$ cat config.mk
export PLATFORM = sky130hd
export DESIGN_NAME = vph_handler
export DESIGN_NICKNAME = d
export VERILOG_FILES = /design/src/logic/vph_pkg.sv /design/src/logic/vph_handler.sv /design/src/logic/vph_sym_dec.sv
export VERILOG_INCLUDE_DIRS = /design/src /design/src/logic
export SDC_FILE = /design/constraint.sdc
export NUM_CORES = 1
export LEC_CHECK = 0
export BUFFER_PORTS_ARGS = -buffer_cell sky130_fd_sc_hd__clkbuf_2
export CAP_MARGIN = 40
export CORE_MARGIN = 10
export CORE_UTILIZATION = 40
export CTS_BUF_LIST = sky130_fd_sc_hd__clkbuf_8 sky130_fd_sc_hd__clkbuf_16
export DETAILED_ROUTE_END_ITERATION = 6
export PLACE_DENSITY = 0.53
export REMOVE_ABC_BUFFERS = 1
export SLEW_MARGIN = 15
export SYNTH_ARGS = -nofsm -noshare
export SYNTH_HDL_FRONTEND = slang
export SYNTH_HIERARCHICAL = 1
export SYNTH_SLANG_ARGS = --single-unit
$ cat constraint.sdc
create_clock -name sys_clk_in -period 4.9 [get_ports sys_clk_in]
set_input_delay 0.49 -clock sys_clk_in [delete_from_list [all_inputs] [get_ports sys_clk_in]]
set_output_delay 0.49 -clock sys_clk_in [all_outputs]
set_load 0.02 [all_outputs]
$ cat src/logic/vph_defs.svh
// Constants for the VPW link protocol handler
// Assumes a 20 MHz system clock and a 1 us symbol time base
`ifndef VPH_DEFS_SVH
`define VPH_DEFS_SVH
`define VPH_CLK_HZ 20000000
`define VPH_US_CYC (`VPH_CLK_HZ / 1000000)
`define VPH_DIV_LAST 5'((`VPH_US_CYC) - 1)
// Transmit symbol lengths, microseconds
`define VPH_T_SHORT 10'h040
`define VPH_T_LONG 10'h080
`define VPH_T_SOF 10'h0C8
`define VPH_T_EOD 10'h0C8
// Receive window edges, microseconds
`define VPH_W_MIN 10'h022
`define VPH_W_SL 10'h060
`define VPH_W_LS 10'h0A3
`define VPH_W_EOF 10'h0EF
`define VPH_W_BRK 10'h0EF
`define VPH_W_IDLE 10'h12C
`define VPH_W4_LO 10'h029
`define VPH_W4_HI 10'h03B
`define VPH_CNT_MAX 10'h3FF
`define VPH_LOOP_US 10'h018
// Check byte
`define VPH_CRC_POLY 8'h1D
`define VPH_CRC_INIT 8'hFF
`define VPH_CRC_RES 8'hC4
// State vector codes
`define VPH_SV_NONE 8'h00
`define VPH_SV_EOF 8'h04
`define VPH_SV_IFR 8'h08
`define VPH_SV_RX_DATA_FULL_FLAG 8'h0C
`define VPH_SV_TX_DATA_EMPTY_FLAG 8'h10
`define VPH_SV_LOA 8'h14
`define VPH_SV_CRC 8'h18
`define VPH_SV_SYM 8'h1C
// Register addresses and bits
`define VPH_A_CTL1 2'h0
`define VPH_A_CTL2 2'h1
`define VPH_A_SV 2'h2
`define VPH_A_DATA 2'h3
`define VPH_B_IE 0
`define VPH_B_LOOP 0
`define VPH_B_FAST 1
`define VPH_BIT_LAST 3'h7
`define VPH_APP_N 2'h2
`endif

$ cat src/logic/vph_pkg.sv
// Types for the VPW link protocol handler
// Assumes vph_defs.svh is on the include path
package vph_pkg;
  `include "vph_defs.svh"
  typedef enum logic [2:0] {
    SYM_B0 = 3'b000, SYM_B1 = 3'b001, SYM_SOF = 3'b010,
    SYM_EOD = 3'b011, SYM_EOF = 3'b100, SYM_BRK = 3'b101,
    SYM_BAD = 3'b110
  } vph_sym_t;
  typedef enum logic [1:0] {
    RX_HUNT = 2'b00, RX_DATA = 2'b01, RX_RESP = 2'b10
  } vph_rx_t;
  typedef enum logic [2:0] {
    TX_IDLE = 3'b000, TX_WAIT = 3'b001, TX_SOF = 3'b010,
    TX_BITS = 3'b011, TX_EOD = 3'b100
  } vph_tx_t;
  typedef struct packed {
    logic [9:0] cnt;
    logic lvl, fast, ign, idle, eofd, brkd, sv;
    vph_sym_t sym;
  } vph_dec_t;
  typedef struct packed {
    logic s1, s2, s3, rxl;
    logic [4:0] div;
    logic tick, ie, loop, fast_en, irq;
    logic [7:0] rdata;
    logic f_eof, f_ifr, f_rx_data_full_flag, f_tx_data_empty_flag, f_loa, f_crc, f_sym;
    vph_rx_t rx_st;
    logic [7:0] rx_sh, rx_buf, rx_crc;
    logic [2:0] rx_bits;
    vph_tx_t tx_st;
    logic [7:0] tx_buf, tx_sh, tx_crc;
    logic [2:0] tx_bits;
    logic tx_full, crc_sent, tx_lvl, seen, more;
    logic [9:0] tx_tmr, mis;
    logic [1:0] app;
  } vph_top_t;
endpackage

$ cat src/logic/vph_handler.sv
// VPW single-wire link protocol handler, device side
// Assumes an external transceiver on the pins, high meaning active,
// and a host on a plain strobe register port
// Operation
// - Completed rx byte to shadow, flag, interrupt
// - Finished tx byte reloads from shadow
// - Loopback bit selects receive source
// - Fast frames received only when enabled
// - Frames of any length accepted
// - Transmit error stops sending, code 1C
// - Bad check residue gives code 18
// - Invalid symbol while sending reports 14 first
// - Abnormal symbol gives 1C, aborts sending
// - Misplaced end symbols give code 1C
// - No transmit start while bus active
// - Undrivable start of frame aborts, code 1C
// - Recovery after fault needs no host
// - Break gives 1C, then wait for start
// - Break recognised only, never sent
// - Framing, arbitration, check byte, errors per frame
// - Recessive sent, dominant read: stop after 24 us of mismatch
// - Loss on first bit after a full byte appends two ones
// - Interrupt held while any source pending
`timescale 1ns/1ps
`include "vph_defs.svh"
module vph_handler
  import vph_pkg::*;
(
  // Clock and reset
  input wire logic sys_clk_in,
  input wire logic rst_in,
  // Register port
  input wire logic [1:0] reg_addr_in,
  input wire logic [7:0] reg_wdata_in,
  input wire logic reg_wr_in,
  input wire logic reg_rd_in,
  output logic [7:0] reg_rdata_out,
  // Bus transceiver
  input wire logic rx_input_pin_in,
  output logic tx_output_pin_out,
  // Interrupt request
  output logic irq_out
);
  vph_top_t q, d;
  logic dec_v;
  vph_sym_t dec_sym;
  logic dec_idle;
  logic line;
  logic tx_on;
  logic tx_kill;
  logic load;
  logic nlvl;
  logic nbit;
  logic [7:0] rx_byte;
  logic [7:0] sv;

  function automatic logic [7:0] crc_byte(input logic [7:0] c,
                                          input logic [7:0] b);
    logic [7:0] r;
    r = c ^ b;
    for (int i = 0; i < 8; i++) begin
      if (r[7]) r = {r[6:0], 1'b0} ^ `VPH_CRC_POLY;
      else r = {r[6:0], 1'b0};
    end
    return r;
  endfunction

  // Dominant zero: long when active, short when passive
  function automatic logic [9:0] tlen(input logic act,
                                      input logic b);
    return (act ^ b) ? `VPH_T_LONG : `VPH_T_SHORT;
  endfunction

  function automatic logic [7:0] sv_code(input vph_top_t s);
    logic [7:0] c;
    c = `VPH_SV_NONE;
    if (s.f_loa) c = `VPH_SV_LOA;
    else if (s.f_sym) c = `VPH_SV_SYM;
    else if (s.f_crc) c = `VPH_SV_CRC;
    else if (s.f_tx_data_empty_flag) c = `VPH_SV_TX_DATA_EMPTY_FLAG;
    else if (s.f_rx_data_full_flag) c = `VPH_SV_RX_DATA_FULL_FLAG;
    else if (s.f_ifr) c = `VPH_SV_IFR;
    else if (s.f_eof) c = `VPH_SV_EOF;
    return c;
  endfunction

  // Loss of arbitration outranks the error it stacks above
  assign sv = sv_code(q);
  assign line = q.loop ? q.tx_lvl : q.rxl;
  assign tx_on = q.tx_st inside {TX_SOF, TX_BITS, TX_EOD};

  vph_sym_dec u_dec (
    .sys_clk_in(sys_clk_in),
    .rst_in(rst_in),
    .us_tick_in(q.tick),
    .line_in(line),
    .fast_en_in(q.fast_en),
    .sym_valid_out(dec_v),
    .sym_out(dec_sym),
    .idle_out(dec_idle)
  );

  always_comb begin
    d = q;
    tx_kill = 1'b0;
    load = 1'b0;
    nlvl = ~q.tx_lvl;
    nbit = q.tx_sh[6];
    // Pin passes three stages; change taken when last two agree
    d.s1 = rx_input_pin_in;
    d.s2 = q.s1;
    d.s3 = q.s2;
    if (q.s2 == q.s3) d.rxl = q.s3;
    // Microsecond time base
    // Free running, so a queued start may wait up to one tick
    d.tick = 1'b0;
    if (q.div == `VPH_DIV_LAST) begin
      d.div = '0;
      d.tick = 1'b1;
    end else begin
      d.div = q.div + 5'h01;
    end

    // Register reads; clears come before hardware sets
    d.rdata = 8'h00;
    if (reg_rd_in) begin
      case (reg_addr_in)
        `VPH_A_CTL1: d.rdata[`VPH_B_IE] = q.ie;
        `VPH_A_CTL2: begin
          d.rdata[`VPH_B_LOOP] = q.loop;
          d.rdata[`VPH_B_FAST] = q.fast_en;
        end
        `VPH_A_SV: begin
          d.rdata = sv;
          case (sv)
            `VPH_SV_LOA: d.f_loa = 1'b0;
            `VPH_SV_SYM: d.f_sym = 1'b0;
            `VPH_SV_CRC: d.f_crc = 1'b0;
            `VPH_SV_EOF: d.f_eof = 1'b0;
            default: d.f_eof = q.f_eof;
          endcase
        end
        default: begin
          d.rdata = q.rx_buf;
          d.f_rx_data_full_flag = 1'b0;
          d.f_ifr = 1'b0;
        end
      endcase
    end
    if (reg_wr_in && reg_addr_in == `VPH_A_CTL1) begin
      d.ie = reg_wdata_in[`VPH_B_IE];
    end
    if (reg_wr_in && reg_addr_in == `VPH_A_CTL2) begin
      d.loop = reg_wdata_in[`VPH_B_LOOP];
      d.fast_en = reg_wdata_in[`VPH_B_FAST];
    end

    // Receive framing
    // Own frames are received too, so the host sees its echo
    // Shadow is overwritten without hold-off; host must keep up
    rx_byte = {q.rx_sh[6:0], dec_sym == SYM_B1};
    if (dec_v) begin
      case (dec_sym)
        SYM_SOF: begin
          d.rx_st = RX_DATA;
          d.rx_bits = 3'h0;
          d.rx_crc = `VPH_CRC_INIT;
        end
        SYM_B0, SYM_B1: begin
          if (q.rx_st != RX_HUNT) begin
            d.rx_sh = rx_byte;
            d.rx_bits = q.rx_bits + 3'h1;
            // No byte count limit anywhere in a frame
            if (q.rx_bits == `VPH_BIT_LAST) begin
              d.rx_buf = rx_byte;
              d.rx_crc = crc_byte(q.rx_crc, rx_byte);
              if (q.rx_st == RX_DATA) d.f_rx_data_full_flag = 1'b1;
              else d.f_ifr = 1'b1;
            end
          end
        end
        SYM_EOD, SYM_EOF: begin
          if (q.rx_st != RX_HUNT) begin
            d.rx_st = RX_HUNT;
            d.rx_bits = 3'h0;
            if (q.rx_bits != 3'h0) begin
              d.f_sym = 1'b1;
            end else if (q.rx_st == RX_DATA &&
                         q.rx_crc != `VPH_CRC_RES) begin
              d.f_crc = 1'b1;
            end else if (dec_sym == SYM_EOF) begin
              d.f_eof = 1'b1;
            end else begin
              d.rx_st = RX_RESP;
            end
          end
        end
        SYM_BRK: begin
          if (q.rx_st != RX_HUNT || tx_on) begin
            d.f_sym = 1'b1;
            d.rx_st = RX_HUNT;
            tx_kill = tx_on;
          end
        end
        default: begin
          if (q.rx_st != RX_HUNT || tx_on) begin
            d.f_sym = 1'b1;
            if (tx_on) d.f_loa = 1'b1;
            tx_kill = tx_on;
            d.rx_st = RX_HUNT;
          end
        end
      endcase
    end

    // Transmit sequencing on the microsecond tick
    // Mismatch is judged over a window, which hides synchroniser lag
    if (q.tick) begin
      if (tx_on && q.tx_lvl != line) d.mis = q.mis + 10'h001;
      else d.mis = 10'h000;
      if (line == q.tx_lvl) d.seen = 1'b1;
      case (q.tx_st)
        TX_WAIT: begin
          // Shorted-high bus never idles, so start is held off
          if (dec_idle) begin
            d.tx_st = TX_SOF;
            d.tx_lvl = 1'b1;
            d.tx_tmr = `VPH_T_SOF;
            d.crc_sent = 1'b0;
            d.more = 1'b0;
            d.app = 2'h0;
            d.tx_bits = 3'h0;
            d.mis = 10'h000;
            d.seen = 1'b0;
            load = 1'b1;
          end
        end
        TX_SOF, TX_BITS, TX_EOD: begin
          if (q.mis == `VPH_LOOP_US) begin
            if (q.tx_lvl) begin
              d.f_sym = 1'b1;
              tx_kill = 1'b1;
            end else if (q.tx_st == TX_EOD) begin
              d.f_sym = 1'b1;
              tx_kill = 1'b1;
            end else if (q.app != 2'h0) begin
              tx_kill = 1'b1;
            end else if (!q.seen && q.tx_bits == 3'h0 && q.more) begin
              d.f_loa = 1'b1;
              d.app = `VPH_APP_N;
              d.tx_tmr = `VPH_T_LONG;
              d.mis = 10'h000;
            end else begin
              d.f_loa = 1'b1;
              tx_kill = 1'b1;
            end
          end else if (q.tx_tmr != 10'h001) begin
            d.tx_tmr = q.tx_tmr - 10'h001;
          end else begin
            d.seen = 1'b0;
            d.mis = 10'h000;
            case (q.tx_st)
              TX_SOF: begin
                d.tx_st = TX_BITS;
                d.tx_lvl = 1'b0;
                d.tx_tmr = tlen(1'b0, q.tx_sh[7]);
              end
              TX_BITS: begin
                d.tx_lvl = nlvl;
                if (q.app != 2'h0) begin
                  d.app = q.app - 2'h1;
                  d.tx_tmr = tlen(nlvl, 1'b1);
                  if (q.app == 2'h1) tx_kill = 1'b1;
                end else begin
                  d.tx_sh = {q.tx_sh[6:0], 1'b0};
                  d.tx_bits = q.tx_bits + 3'h1;
                  if (q.tx_bits == `VPH_BIT_LAST) begin
                    d.more = 1'b1;
                    if (q.tx_full) begin
                      load = 1'b1;
                      nbit = q.tx_buf[7];
                    end else if (!q.crc_sent) begin
                      d.tx_sh = ~q.tx_crc;
                      d.crc_sent = 1'b1;
                      nbit = ~q.tx_crc[7];
                    end else begin
                      d.tx_st = TX_EOD;
                    end
                  end
                  if (d.tx_st == TX_EOD) d.tx_tmr = `VPH_T_EOD;
                  else d.tx_tmr = tlen(nlvl, nbit);
                end
              end
              default: begin
                d.tx_st = TX_IDLE;
                d.tx_lvl = 1'b0;
              end
            endcase
          end
        end
        default: d.mis = 10'h000;
      endcase
    end

    // Shadow to shift register; check byte runs over sent data
    if (load) begin
      d.tx_sh = q.tx_buf;
      d.tx_full = 1'b0;
      d.f_tx_data_empty_flag = 1'b1;
      if (q.tx_st == TX_WAIT) begin
        d.tx_crc = crc_byte(`VPH_CRC_INIT, q.tx_buf);
      end else begin
        d.tx_crc = crc_byte(q.tx_crc, q.tx_buf);
      end
    end
    // Abort drops the line and the pending byte; no automatic retry
    if (tx_kill) begin
      d.tx_st = TX_IDLE;
      d.tx_lvl = 1'b0;
      d.tx_full = 1'b0;
      d.app = 2'h0;
      d.mis = 10'h000;
    end
    // A data write refills the shadow, so it outranks the empty flag
    if (reg_wr_in && reg_addr_in == `VPH_A_DATA) begin
      d.tx_buf = reg_wdata_in;
      d.tx_full = 1'b1;
      d.f_tx_data_empty_flag = 1'b0;
      if (d.tx_st == TX_IDLE) d.tx_st = TX_WAIT;
    end

    // Clearing the enable drops the request; flags stay for polling
    d.irq = q.ie & (q.f_eof | q.f_ifr | q.f_rx_data_full_flag | q.f_tx_data_empty_flag |
                    q.f_loa | q.f_crc | q.f_sym);
  end

  always_ff @(posedge sys_clk_in) begin
    if (rst_in) q <= '0;
    else q <= d;
  end

  assign reg_rdata_out = q.rdata;
  assign tx_output_pin_out = q.tx_lvl;
  assign irq_out = q.irq;
endmodule

$ cat src/logic/vph_sym_dec.sv
// Pulse width symbol decoder for the VPW link
// Assumes a clean same-clock line level and a 1 us tick
`timescale 1ns/1ps
`include "vph_defs.svh"
module vph_sym_dec
  import vph_pkg::*;
(
  // Clock and reset
  input wire logic sys_clk_in,
  input wire logic rst_in,
  // Time base and line
  input wire logic us_tick_in,
  input wire logic line_in,
  input wire logic fast_en_in,
  // Decoded symbols
  output logic sym_valid_out,
  output vph_sym_t sym_out,
  output logic idle_out
);
  vph_dec_t q, d;
  logic start;
  logic fast4;
  logic [9:0] w;

  function automatic vph_sym_t classify(input logic act,
                                        input logic [9:0] t);
    vph_sym_t s;
    s = SYM_BAD;
    if (t < `VPH_W_MIN) s = SYM_BAD;
    else if (act) begin
      if (t < `VPH_W_SL) s = SYM_B1;
      else if (t < `VPH_W_LS) s = SYM_B0;
      else s = SYM_SOF;
    end else begin
      if (t < `VPH_W_SL) s = SYM_B0;
      else if (t < `VPH_W_LS) s = SYM_B1;
      else if (t < `VPH_W_EOF) s = SYM_EOD;
      else s = SYM_EOF;
    end
    return s;
  endfunction

  always_comb begin
    d = q;
    d.sv = 1'b0;
    start = q.eofd;
    // First pulse of a frame tells its speed
    fast4 = start && q.cnt >= `VPH_W4_LO && q.cnt <= `VPH_W4_HI;
    w = ((q.fast && !start) || fast4) ? {q.cnt[7:0], 2'b00} : q.cnt;
    if (line_in != q.lvl) begin
      d.lvl = line_in;
      d.cnt = '0;
      if (q.lvl) begin
        if (start) begin
          d.fast = fast4 & fast_en_in;
          d.ign = fast4 & ~fast_en_in;
        end
        if (!q.brkd && !d.ign) begin
          d.sv = 1'b1;
          d.sym = classify(1'b1, w);
        end
        d.eofd = 1'b0;
        d.brkd = 1'b0;
      end else begin
        d.idle = 1'b0;
        if (!q.eofd && !q.ign) begin
          d.sv = 1'b1;
          d.sym = classify(1'b0, w);
        end
      end
    end else if (us_tick_in) begin
      if (q.cnt != `VPH_CNT_MAX) d.cnt = q.cnt + 10'h001;
      // Break is flagged while still active, not at its end
      if (q.lvl && w >= `VPH_W_BRK && !q.brkd) begin
        d.brkd = 1'b1;
        d.sv = ~q.ign;
        d.sym = SYM_BRK;
      end
      if (!q.lvl && w >= `VPH_W_EOF && !q.eofd) begin
        d.eofd = 1'b1;
        d.sv = ~q.ign;
        d.sym = SYM_EOF;
      end
      if (!q.lvl && w >= `VPH_W_IDLE) begin
        d.idle = 1'b1;
        d.ign = 1'b0;
        d.fast = 1'b0;
      end
    end
  end

  always_ff @(posedge sys_clk_in) begin
    if (rst_in) q <= '0;
    else q <= d;
  end

  assign sym_valid_out = q.sv;
  assign sym_out = q.sym;
  assign idle_out = q.idle;
endmodule
==> qor.csv, run 1 <==
metric;value;unit
global placer's final weighted congestion;0.8504;
Antenna Cells;0;
die height;160.2;µm
Ys Warns;6;
CP arrival;3.35;ns
ranking of synthesized cells by area;dfxtp_1 (34%), xnor2_1 (6.0%), nor2_1 (6.0%);
CTS tree;done;
CTS root buffer;clkbuf_16;
Pwr per Cell Area;286.5;nW/µm²
later-pin clock latency in the skew report;0.42;ns
CP Class;flop to flop;
setup violators final;0;
critical path launch point type;flop;
Layout fillers;1982;
Row Count;51;
# DRC;0;
vias in the first global route;6409;
clock-pin slew on the worst setup and hold paths;0.06;ns
FF-to-FF End;q[26];
Power Total;2.467;mW
Final Hold Vio Count;0;
post-CTS sizing;0;
Worst Hold Class;input port to flop;
port buffer count;24;
ys async rst share;0;%
area leader, netlist;dfxtp_1;
Initial Util;40.54;%
top-area cell type share of the netlist area;34.11;%
final wirelength;19.23;mm
FF-to-FF path depth;8;
Reg2Reg Setup Slack;1.86;ns
WL per Instance;15.67;µm
Register Area;2683;µm²
Critical Path End Type;flop;
Die Wd;160.2;µm
post-synthesis cell area;7865;µm²
GRT Residual Overflow;0;
cell count after synthesis;967;
H-tree levels;4;
routed vias/inst;5.449;
crit share post-route;61.98;%
clock period minus worst slack;3.037;ns
hold_sp;reg_wdata_in[3];
Slowest cell on crit path;nand4_1;
largest net degree at the start of global routing;41;
multi-input logic area;4767;µm²
total clock sinks;134;
Min-Delay Endpoint;q[49];
outcome;finished clean;
Final ANT Viol Nets;0;
most used cell along the critical path;inv_1;
Max Freq;0.3293;GHz
commonest non-fill, non-tap cell in the layout;dfxtp_1;
Layout Area Growth over Synthesis;9.513;%
FF+latch count, synth;134;
Primary FF master, synth;dfxtp_1;
Worst R2R Start;q[2];
commonest non-fill, non-tap cells in the layout;dfxtp_1 (134), nor2_1 (125), nand2_1 (97), a21oi_1 (70), xnor2_1 (54);
Post-CTS Setup Repair Bufs;0;
setup TNS;0;ns
Max Cap Violations;0;
I/O pins;25;
global-route usage over all layers;15.00;%
Slew @ Worst Pin;0.8863;ns
Crit Path Max Fanout;17;
core area;19400;µm²
peak supply drop;0.0001826;V
cts hold-fix bufs;0;
Static Leakage;3.078;nW
first-pass GRT wire length;32.67;mm
required time of the critical path;5.22;ns
post-synthesis sequential area ratio;34.11;%
final max-slew violation count;0;
die area;25670;µm²
clock skew;0.009530;ns
Nets;981;
initial antenna violation count;0;
HPWL Detailed;13.56;mm
total CTS buffers;17;
Syn Area/Cell;8.133;µm²
count of different cell masters after synthesis;91;
Post-synth EDFFs;0;
crit-path max cell delay;0.63;ns
drt pass-1 iters;5;
RSZ-0062 raised after global routing;no;
CP Cell Sequence;inv_1, ha_1, nor4b_1, nand4_1, a41o_1, o211ai_2, inv_1, a31o_2;
Vias;6686;
CTS Buffer Depth;2;
First DRT Iteration DRCs;425;
relative slew slack;40.69;%
hold path depth;2;
proportion of layout cells with a drive suffix above 1;10.08;%
sequential cells by signal (all words and copies together), names as in the netlist:
signal,count
u_dec/sym_valid_out,1
d,2
irq_out,1
u_dec/sym_out,3
u_dec/q,14
tx_output_pin_out,1
q,102
reg_rdata_out,8
u_dec/idle_out,1
u_dec/start,1
worst max-delay path by stage:
stage	end	startpoint	slack (ns)
final	q[26]	q[2]	1.86
after CTS	q[26]	q[2]	1.84
after detailed placement	q[26]	q[2]	1.85
after global placement	q[26]	q[2]	1.91
after floorplan	u_dec/sym_out[0]	u_dec/q[11]	2.35
after global routing	q[26]	q[2]	1.47
per-stage QoR:
step           std cells  hold WS (ns)  worst slack, ns  utilization (%)  cell area, µm²
6_report            1227        0.2959            1.863            44.40            8613
5_1_grt             1227        0.2846            1.472            44.40            8613
4_1_cts             1227        0.2824            1.844            44.40            8613
3_5_place_dp        1195        0.4279            1.855            41.43            8038
3_3_place_gp        1193        0.4175            1.911            41.35            8021
2_1_floorplan        902        0.4138            2.346                -            7555
metal layers:
metal / GRT usage [%] / share of wire, % / up-vias
li1: - / - / 3398
met1: 20.22 / 51 / 3153
met2: 23.50 / 44 / 118
met3: 2.853 / 3.7 / 17
met4: 5.050 / 1.1 / 0
met5: 0 / 0 / -
report_power, final:
group	switching [mW]	total, mW	internal [mW]
clock	0.499	1.26	0.757
sequential	0.0118	1.11	1.10
combinational	0.0612	0.102	0.0404
total	0.572	2.47	1.90
cell usage after synthesis (12+ instances only):
cell type / instances
dfxtp_1: 134
nor2_1: 125
nand2_1: 97
a21oi_1: 70
xnor2_1: 54
clkbuf_1: 42
nor3_1: 32
nand3_1: 30
inv_1: 28
o21ai_0: 26
xor2_1: 22
mux2i_1: 19
a211oi_1: 18
ha_1: 17
a31oi_1: 14
nor2b_1: 14
and3_1: 12
cell type report:
type	count	share of cell area, %
Clock buffer	18	5.099
Clock inverter	14	1.583
Inverter	28	1.220
Multi-Input combinational cell	740	55.35
Sequential cell	134	31.14
Tap cell	265	3.850
Timing Repair Buffer	28	1.758
worst max-delay path, delay by kind of cell (launching register included):
family / cells / cell delay (ns)
compound gates: 3 / 1.34
simple gates: 2 / 0.95
flops: 1 / 0.32
buf+inv: 2 / 0.18
fa+ha+maj: 1 / 0.14
cell families (layout without fill, tap and decap cells):
kind of cell | Yosys count | after routing | synth area share, %
adder cells (fa/ha/maj) | 17 | 17 | 2.704
buffers and inverters | 93 | 88 | 5.282
flip-flops | 134 | 134 | 34.11
AO/OA/AOI/OAI | 217 | 217 | 18.98
multiplexers | 22 | 22 | 2.848
AND/OR/NAND/NOR | 402 | 402 | 25.90
XOR/XNOR | 82 | 82 | 10.18
Note: power is estimated with default switching activity, not from simulation.
==> run 2, diff against run 1 <==
==> constraint.sdc (replaced) <==
create_clock -name sys_clk_in -period 3.1 [get_ports sys_clk_in]
set_input_delay 0.31 -clock sys_clk_in [delete_from_list [all_inputs] [get_ports sys_clk_in]]
set_output_delay 0.31 -clock sys_clk_in [all_outputs]
set_load 0.02 [all_outputs]
==> run 2 against run 1 <==
Effect of this change: power rose by 71%; cell area grew 2.1%; core utilization up 0.94 points; global-route usage down 0.11 points; clock skew decreased by 0.0013 ns; hold slack worse by 0.18 ns; critical path type unchanged; sequential share of layout area down 0.65 points; flip-flop and latch count did not move; via count is 0.52% lower; worst setup slack lost 1.5 ns; register-to-register slack worse by 1.5 ns; count of clock-buffer cells in the layout is the same.
==> qor.csv, run 2 (synthesized netlist as in run 1, its figures left out) <==
metric;value;unit;change
die height;160.2;µm;unchanged
vias in the first global route;6401;;-0.12%
Critical Path End Type;flop;;
routed vias/inst;5.368;;-1.5%
sw frac;21.26;%;-1.9 points
Vias;6651;;-0.52%
Max Freq;0.3684;GHz;+12%
post-CTS sizing;0;;unchanged
HPWL Detailed;13.48;mm;-0.58%
# DRC;0;;unchanged
core area;19400;µm²;unchanged
drt pass-1 iters;5;;unchanged
clock skew;0.008182;ns;-0.001348 ns
Final Util;45.34;%;+0.94 points
Crit Path Max Fanout;6;;-11
clock period minus worst slack;2.715;ns;-0.3225 ns
Post-DP Area;8127;µm²;+1.1%
cts hold-fix bufs;0;;unchanged
Row Count;51;;unchanged
GRT Residual Overflow;0;;unchanged
total CTS buffers;17;;unchanged
CTS root buffer;clkbuf_16;;
RSZ-0062 raised after global routing;no;;
CTS tree;done;;
Initial Util;40.54;%;unchanged
filler-free cell count of the finished design;1239;;+0.98%
Antenna Cells;0;;unchanged
commonest non-fill, non-tap cells in the layout;dfxtp_1 (134), nor2_1 (125), nand2_1 (97), a21oi_1 (70), xnor2_1 (54);;
max reg flops;102;;unchanged
initial antenna violation count;0;;unchanged
Layout fillers;1958;;-1.2%
Post-CTS Setup Repair Bufs;0;;unchanged
final wirelength;19.04;mm;-0.98%
proportion of layout cells with a drive suffix above 1;11.19;%;+1.1 points
H-tree levels;4;;unchanged
global placer's final weighted congestion;0.8676;;+2.0%
Final ANT Viol Nets;0;;unchanged
I/O pins;25;;unchanged
Register Area;2683;µm²;unchanged
final max-slew violation count;0;;unchanged
P_sw;898.8;µW;+57%
die area;25670;µm²;unchanged
port buffer count;24;;unchanged
later-pin clock latency in the skew report;0.42;ns;about the same
P_int;3.328;mW;+76%
commonest non-fill, non-tap cell in the layout;dfxtp_1;;
setup TNS;0;ns;unchanged
combinational share of power;3.9;%;-0.2 points
Power Total;4.227;mW;+71%
Final Hold Vio Count;0;;unchanged
critical path launch point type;flop;;
WL per Instance;15.37;µm;-1.9%
Static Leakage;3.182;nW;+3.4%
Cells after DPL;1207;;+1.0%
Pwr per Cell Area;480.6;nW/µm²;+68%
global-route usage over all layers;14.89;%;-0.11 points
sequential share of power;41.5;%;-3.5 points
clock share of power;54.6;%;+3.7 points
clock-pin slew on the worst setup and hold paths;0.06;ns;about the same
CP Class;flop to flop;;
CTS Buffer Depth;2;;unchanged
setup violators final;0;;unchanged
CP arrival;3.05;ns;-0.30 ns
peak supply drop;0.0003158;V;+73%
Die Wd;160.2;µm;unchanged
Max Cap Violations;0;;unchanged
Worst Hold Class;input port to flop;;
first-pass GRT wire length;32.38;mm;-0.89%
Slew @ Worst Pin;0.8672;ns;-0.01911 ns
total clock sinks;134;;unchanged
Layout Area Growth over Synthesis;11.84;%;
First DRT Iteration DRCs;398;;-6.4%
relative slew slack;41.97;%;+1.3 points
largest net degree at the start of global routing;31;;-24%
Nets;993;;+1.2%
post-route cell area;8796;µm²;+2.1%
multi-input logic area;4767;µm²;unchanged
required time of the critical path;3.44;ns;-1.78 ns
crit share post-route;87.57;%;+26 points
Largest Register;q;;
outcome;finished clean;;
[run 2: worst max-delay path, stage by stage (launching register included)]
cell	delay, ns
dfxtp_1	0.41
inv_1	0.10
ha_1	0.18
or4b_4	0.50
and4_4	0.19
a211oi_4	0.24
a311oi_2	0.08
or3_1	0.39
a211o_1	0.31
a311oi_2	0.22
[run 2: stage by stage]
stage / hold slack [ns] / worst slack [ns]
after CTS: 0.1007 / 0.3751
after detailed placement: 0.4220 / 0.4015
after global placement: 0.4231 / 0.4590
final: 0.1143 / 0.3855
after floorplan: 0.3779 / 0.5465
after global routing: 0.1048 / 0.2145
[run 2: power by group through the flow]
stage          clock [mW]  sequential, mW  combinational, mW
4_1_cts              2.36            1.75              0.166
5_1_grt              2.44            1.75              0.185
2_1_floorplan           0            1.78              0.104
3_5_place_dp            0            1.79              0.165
3_3_place_gp            0            1.79              0.165
6_report             2.31            1.75              0.165
[run 2: final cells by class]
type / count / area share, %
clock buffers: 18 / 4.993
clock inverters: 14 / 2.617
flip-flops and latches: 134 / 30.50
inverters: 28 / 1.195
well taps: 265 / 3.770
repair buffers: 40 / 2.731
multi-input cells: 740 / 54.20
[run 2: final timing paths]
path | startpoint | end | slack, ns | cells past startpoint
worst max-delay path | u_dec/q[11] | u_dec/sym_out[0] | 0.39 | 9
worst min-delay path | reg_wdata_in[6] | q[52] | 0.11 | 2
worst max register to register | u_dec/q[11] | u_dec/sym_out[0] | 0.39 | 9
worst min register to register | d[113] | d[112] | 0.43 | 1
[run 2: metal layers]
metal	wire length, µm	track usage (%)	vias to the layer above	share of wire [%]
met5	0	0	-	0
met4	228	4.674	0	1.2
met3	584	3.085	22	3.1
met2	8577	23.45	107	45
met1	9651	19.94	3090	51
li1	-	-	3432	-
==> run 3, diff against run 2 <==
--- a/config.mk
+++ b/config.mk
@@ -9,10 +9,11 @@
 export BUFFER_PORTS_ARGS = -buffer_cell sky130_fd_sc_hd__clkbuf_2
 export CAP_MARGIN = 40
 export CORE_MARGIN = 10
-export CORE_UTILIZATION = 40
+export CORE_UTILIZATION = 50
 export CTS_BUF_LIST = sky130_fd_sc_hd__clkbuf_8 sky130_fd_sc_hd__clkbuf_16
 export DETAILED_ROUTE_END_ITERATION = 6
-export PLACE_DENSITY = 0.53
+export GPL_TIMING_DRIVEN = 0
+export PLACE_DENSITY = 0.64
 export REMOVE_ABC_BUFFERS = 1
 export SLEW_MARGIN = 15
 export SYNTH_ARGS = -nofsm -noshare
==> run 3 against run 2 <==
Effect of this change: worst setup slack got worse by 0.13 ns; clock power decreased by 11%; fmax decreased by 4.5%; highest routed layer unchanged; sequential share of layout area increased by 0.68 points; largest cell class unchanged; power decreased by 6.0%; critical path depth decreased by 3; wire length decreased by 5.4%; die area decreased by 18%; clock skew increased by 0.00055 ns; non-clock buffer count decreased by 11.
==> qor.csv, run 3 (synthesized netlist as in run 1, its figures left out) <==
metric;value;unit;change
outcome;finished clean;;
H-tree levels;4;;unchanged
CTS root buffer;clkbuf_16;;
Final Hold Vio Count;0;;unchanged
hold_sp;reg_wdata_in[3];;
clock share of power;51.8;%;-2.8 points
Pwr per Cell Area;461.6;nW/µm²;-4.0%
multi-input logic area;4776;µm²;+0.18%
CP Cell Sequence;nor3b_2, nor2_1, o32a_1, o211ai_4, inv_1, a31o_2;;
combinational share of power;4.1;%;+0.2 points
clock skew;0.008734;ns;+0.0005516 ns
drt pass-1 iters;5;;unchanged
vias in the first global route;6276;;-2.0%
CP Class;flop to flop;;
commonest non-fill, non-tap cell in the layout;dfxtp_1;;
die area;21150;µm²;-18%
CTS Buffer Depth;2;;unchanged
Critical Path End Type;flop;;
Worst Setup SP;q[56];;
Die Wd;145.4;µm;-9.2%
cts hold-fix bufs;0;;unchanged
sw frac;21.60;%;+0.34 points
Register Area;2683;µm²;unchanged
final max-slew violation count;0;;unchanged
Nets;982;;-1.1%
Final ANT Viol Nets;0;;unchanged
First DRT Iteration DRCs;491;;+23%
Initial Util;51.36;%;+11 points
core area;15310;µm²;-21%
Bufs and invs on worst path;1;;unchanged
Layout Area Growth over Synthesis;9.402;%;
global placer's final weighted congestion;0.8881;;+2.4%
Static Leakage;3.099;nW;-2.6%
later-pin clock latency in the skew report;0.42;ns;about the same
CP delay by family, top;compound AO/OA/AOI/OAI gates;;
routed vias/inst;5.664;;+5.5%
die height;145.4;µm;-9.2%
required time of the critical path;3.42;ns;-0.02 ns
total clock sinks;134;;unchanged
RSZ-0062 raised after global routing;no;;
I/O pins;25;;unchanged
largest net degree at the start of global routing;59;;+90%
sequential share of power;44.2;%;+2.7 points
max reg flops;102;;unchanged
CTS tree;done;;
critical path launch point type;flop;;
Antenna Cells;0;;unchanged
Power Total;3.971;mW;-6.0%
# DRC;0;;unchanged
Slowest cell on crit path;nor3b_2;;
proportion of layout cells with a drive suffix above 1;10.00;%;-1.2 points
Worst Hold Class;input port to flop;;
Layout fillers;1475;;-25%
port buffer count;24;;unchanged
final wirelength;18.02;mm;-5.4%
CP arrival;3.16;ns;+0.11 ns
Largest Register;q;;
first-pass GRT wire length;30.97;mm;-4.3%
clock-pin slew on the worst setup and hold paths;0.06;ns;about the same
HPWL Detailed;12.53;mm;-7.1%
relative slew slack;42.94;%;+0.96 points
P_sw;858.0;µW;-4.5%
Final Util;56.18;%;+11 points
Max Cap Violations;0;;unchanged
Slew @ Worst Pin;0.8528;ns;-0.01440 ns
peak supply drop;0.0003720;V;+18%
Row Count;45;;-12%
crit-path max cell delay;0.58;ns;+0.08 ns
Worst R2R Start;q[56];;
clock period minus worst slack;2.842;ns;+0.1274 ns
P_int;3.113;mW;-6.5%
Max Freq;0.3519;GHz;-4.5%
initial antenna violation count;0;;unchanged
Vias;6632;;-0.29%
crit share post-route;91.68;%;+4.1 points
commonest non-fill, non-tap cells in the layout;dfxtp_1 (134), nor2_1 (125), nand2_1 (97), a21oi_1 (70), xnor2_1 (54);;
total CTS buffers;17;;unchanged
WL per Instance;15.39;µm;+0.11%
Crit Path Max Fanout;17;;+11
global-route usage over all layers;16.98;%;+2.1 points
GRT Residual Overflow;0;;unchanged
setup violators final;0;;unchanged
run 3: power groups by stage:
stage               Combinational, mW  Clock (mW)  Sequential [mW]
detailed placement              0.161           0             1.79
finish                          0.161        2.06             1.75
global placement                0.156           0             1.79
CTS                             0.162        2.09             1.75
global route                    0.179        2.16             1.76
floorplan                       0.104           0             1.78
run 3: path summary, 6_finish.rpt:
kind | slack, ns | cells past startpoint | to
worst max-delay path | 0.26 | 6 | q[26]
worst min-delay path | 0.11 | 2 | q[49]
worst max register to register | 0.26 | 6 | q[26]
worst min register to register | 0.44 | 1 | d[112]
run 3: cell type report:
type                       count  area share [%]
clock inverter                 9           1.498
timing repair buffer          29           2.108
multi-input combinational    740           55.50
inverter                      28           1.221
clock buffer                  20           5.424
sequential                   134           31.18
tap                          211           3.068
run 3: timing repair:
action,4_1_cts,5_1_grt
cloned,0,0
pin swaps,1,0
resized for setup,0,1
endpoints found under the setup margin,1,1
buffers inserted,2,0
endpoints found under the hold margin,0,0
run 3: through the flow:
stage          cell area, µm²  setup slack, ns  hold slack (ns)  instances  setup TNS, ns
4_1_cts                  8596          0.09847          0.09561       1171              0
6_report                 8605           0.2581           0.1096       1171              0
3_5_place_dp             7985         -0.07993           0.4247       1140       -0.07993
3_3_place_gp             7939          -0.1553           0.4178       1137        -0.1716
5_1_grt                  8605          0.01894           0.1001       1171              0
2_1_floorplan            7555           0.5465           0.3779        902              0
run 3: per-layer routing:
layer	vias to the layer above	global-route usage, %	share of wire, %
li1	3392	-	-
met1	3093	23.13	50
met2	128	25.71	45
met3	19	4.253	4.4
met4	0	5.359	1.3
met5	-	0	0
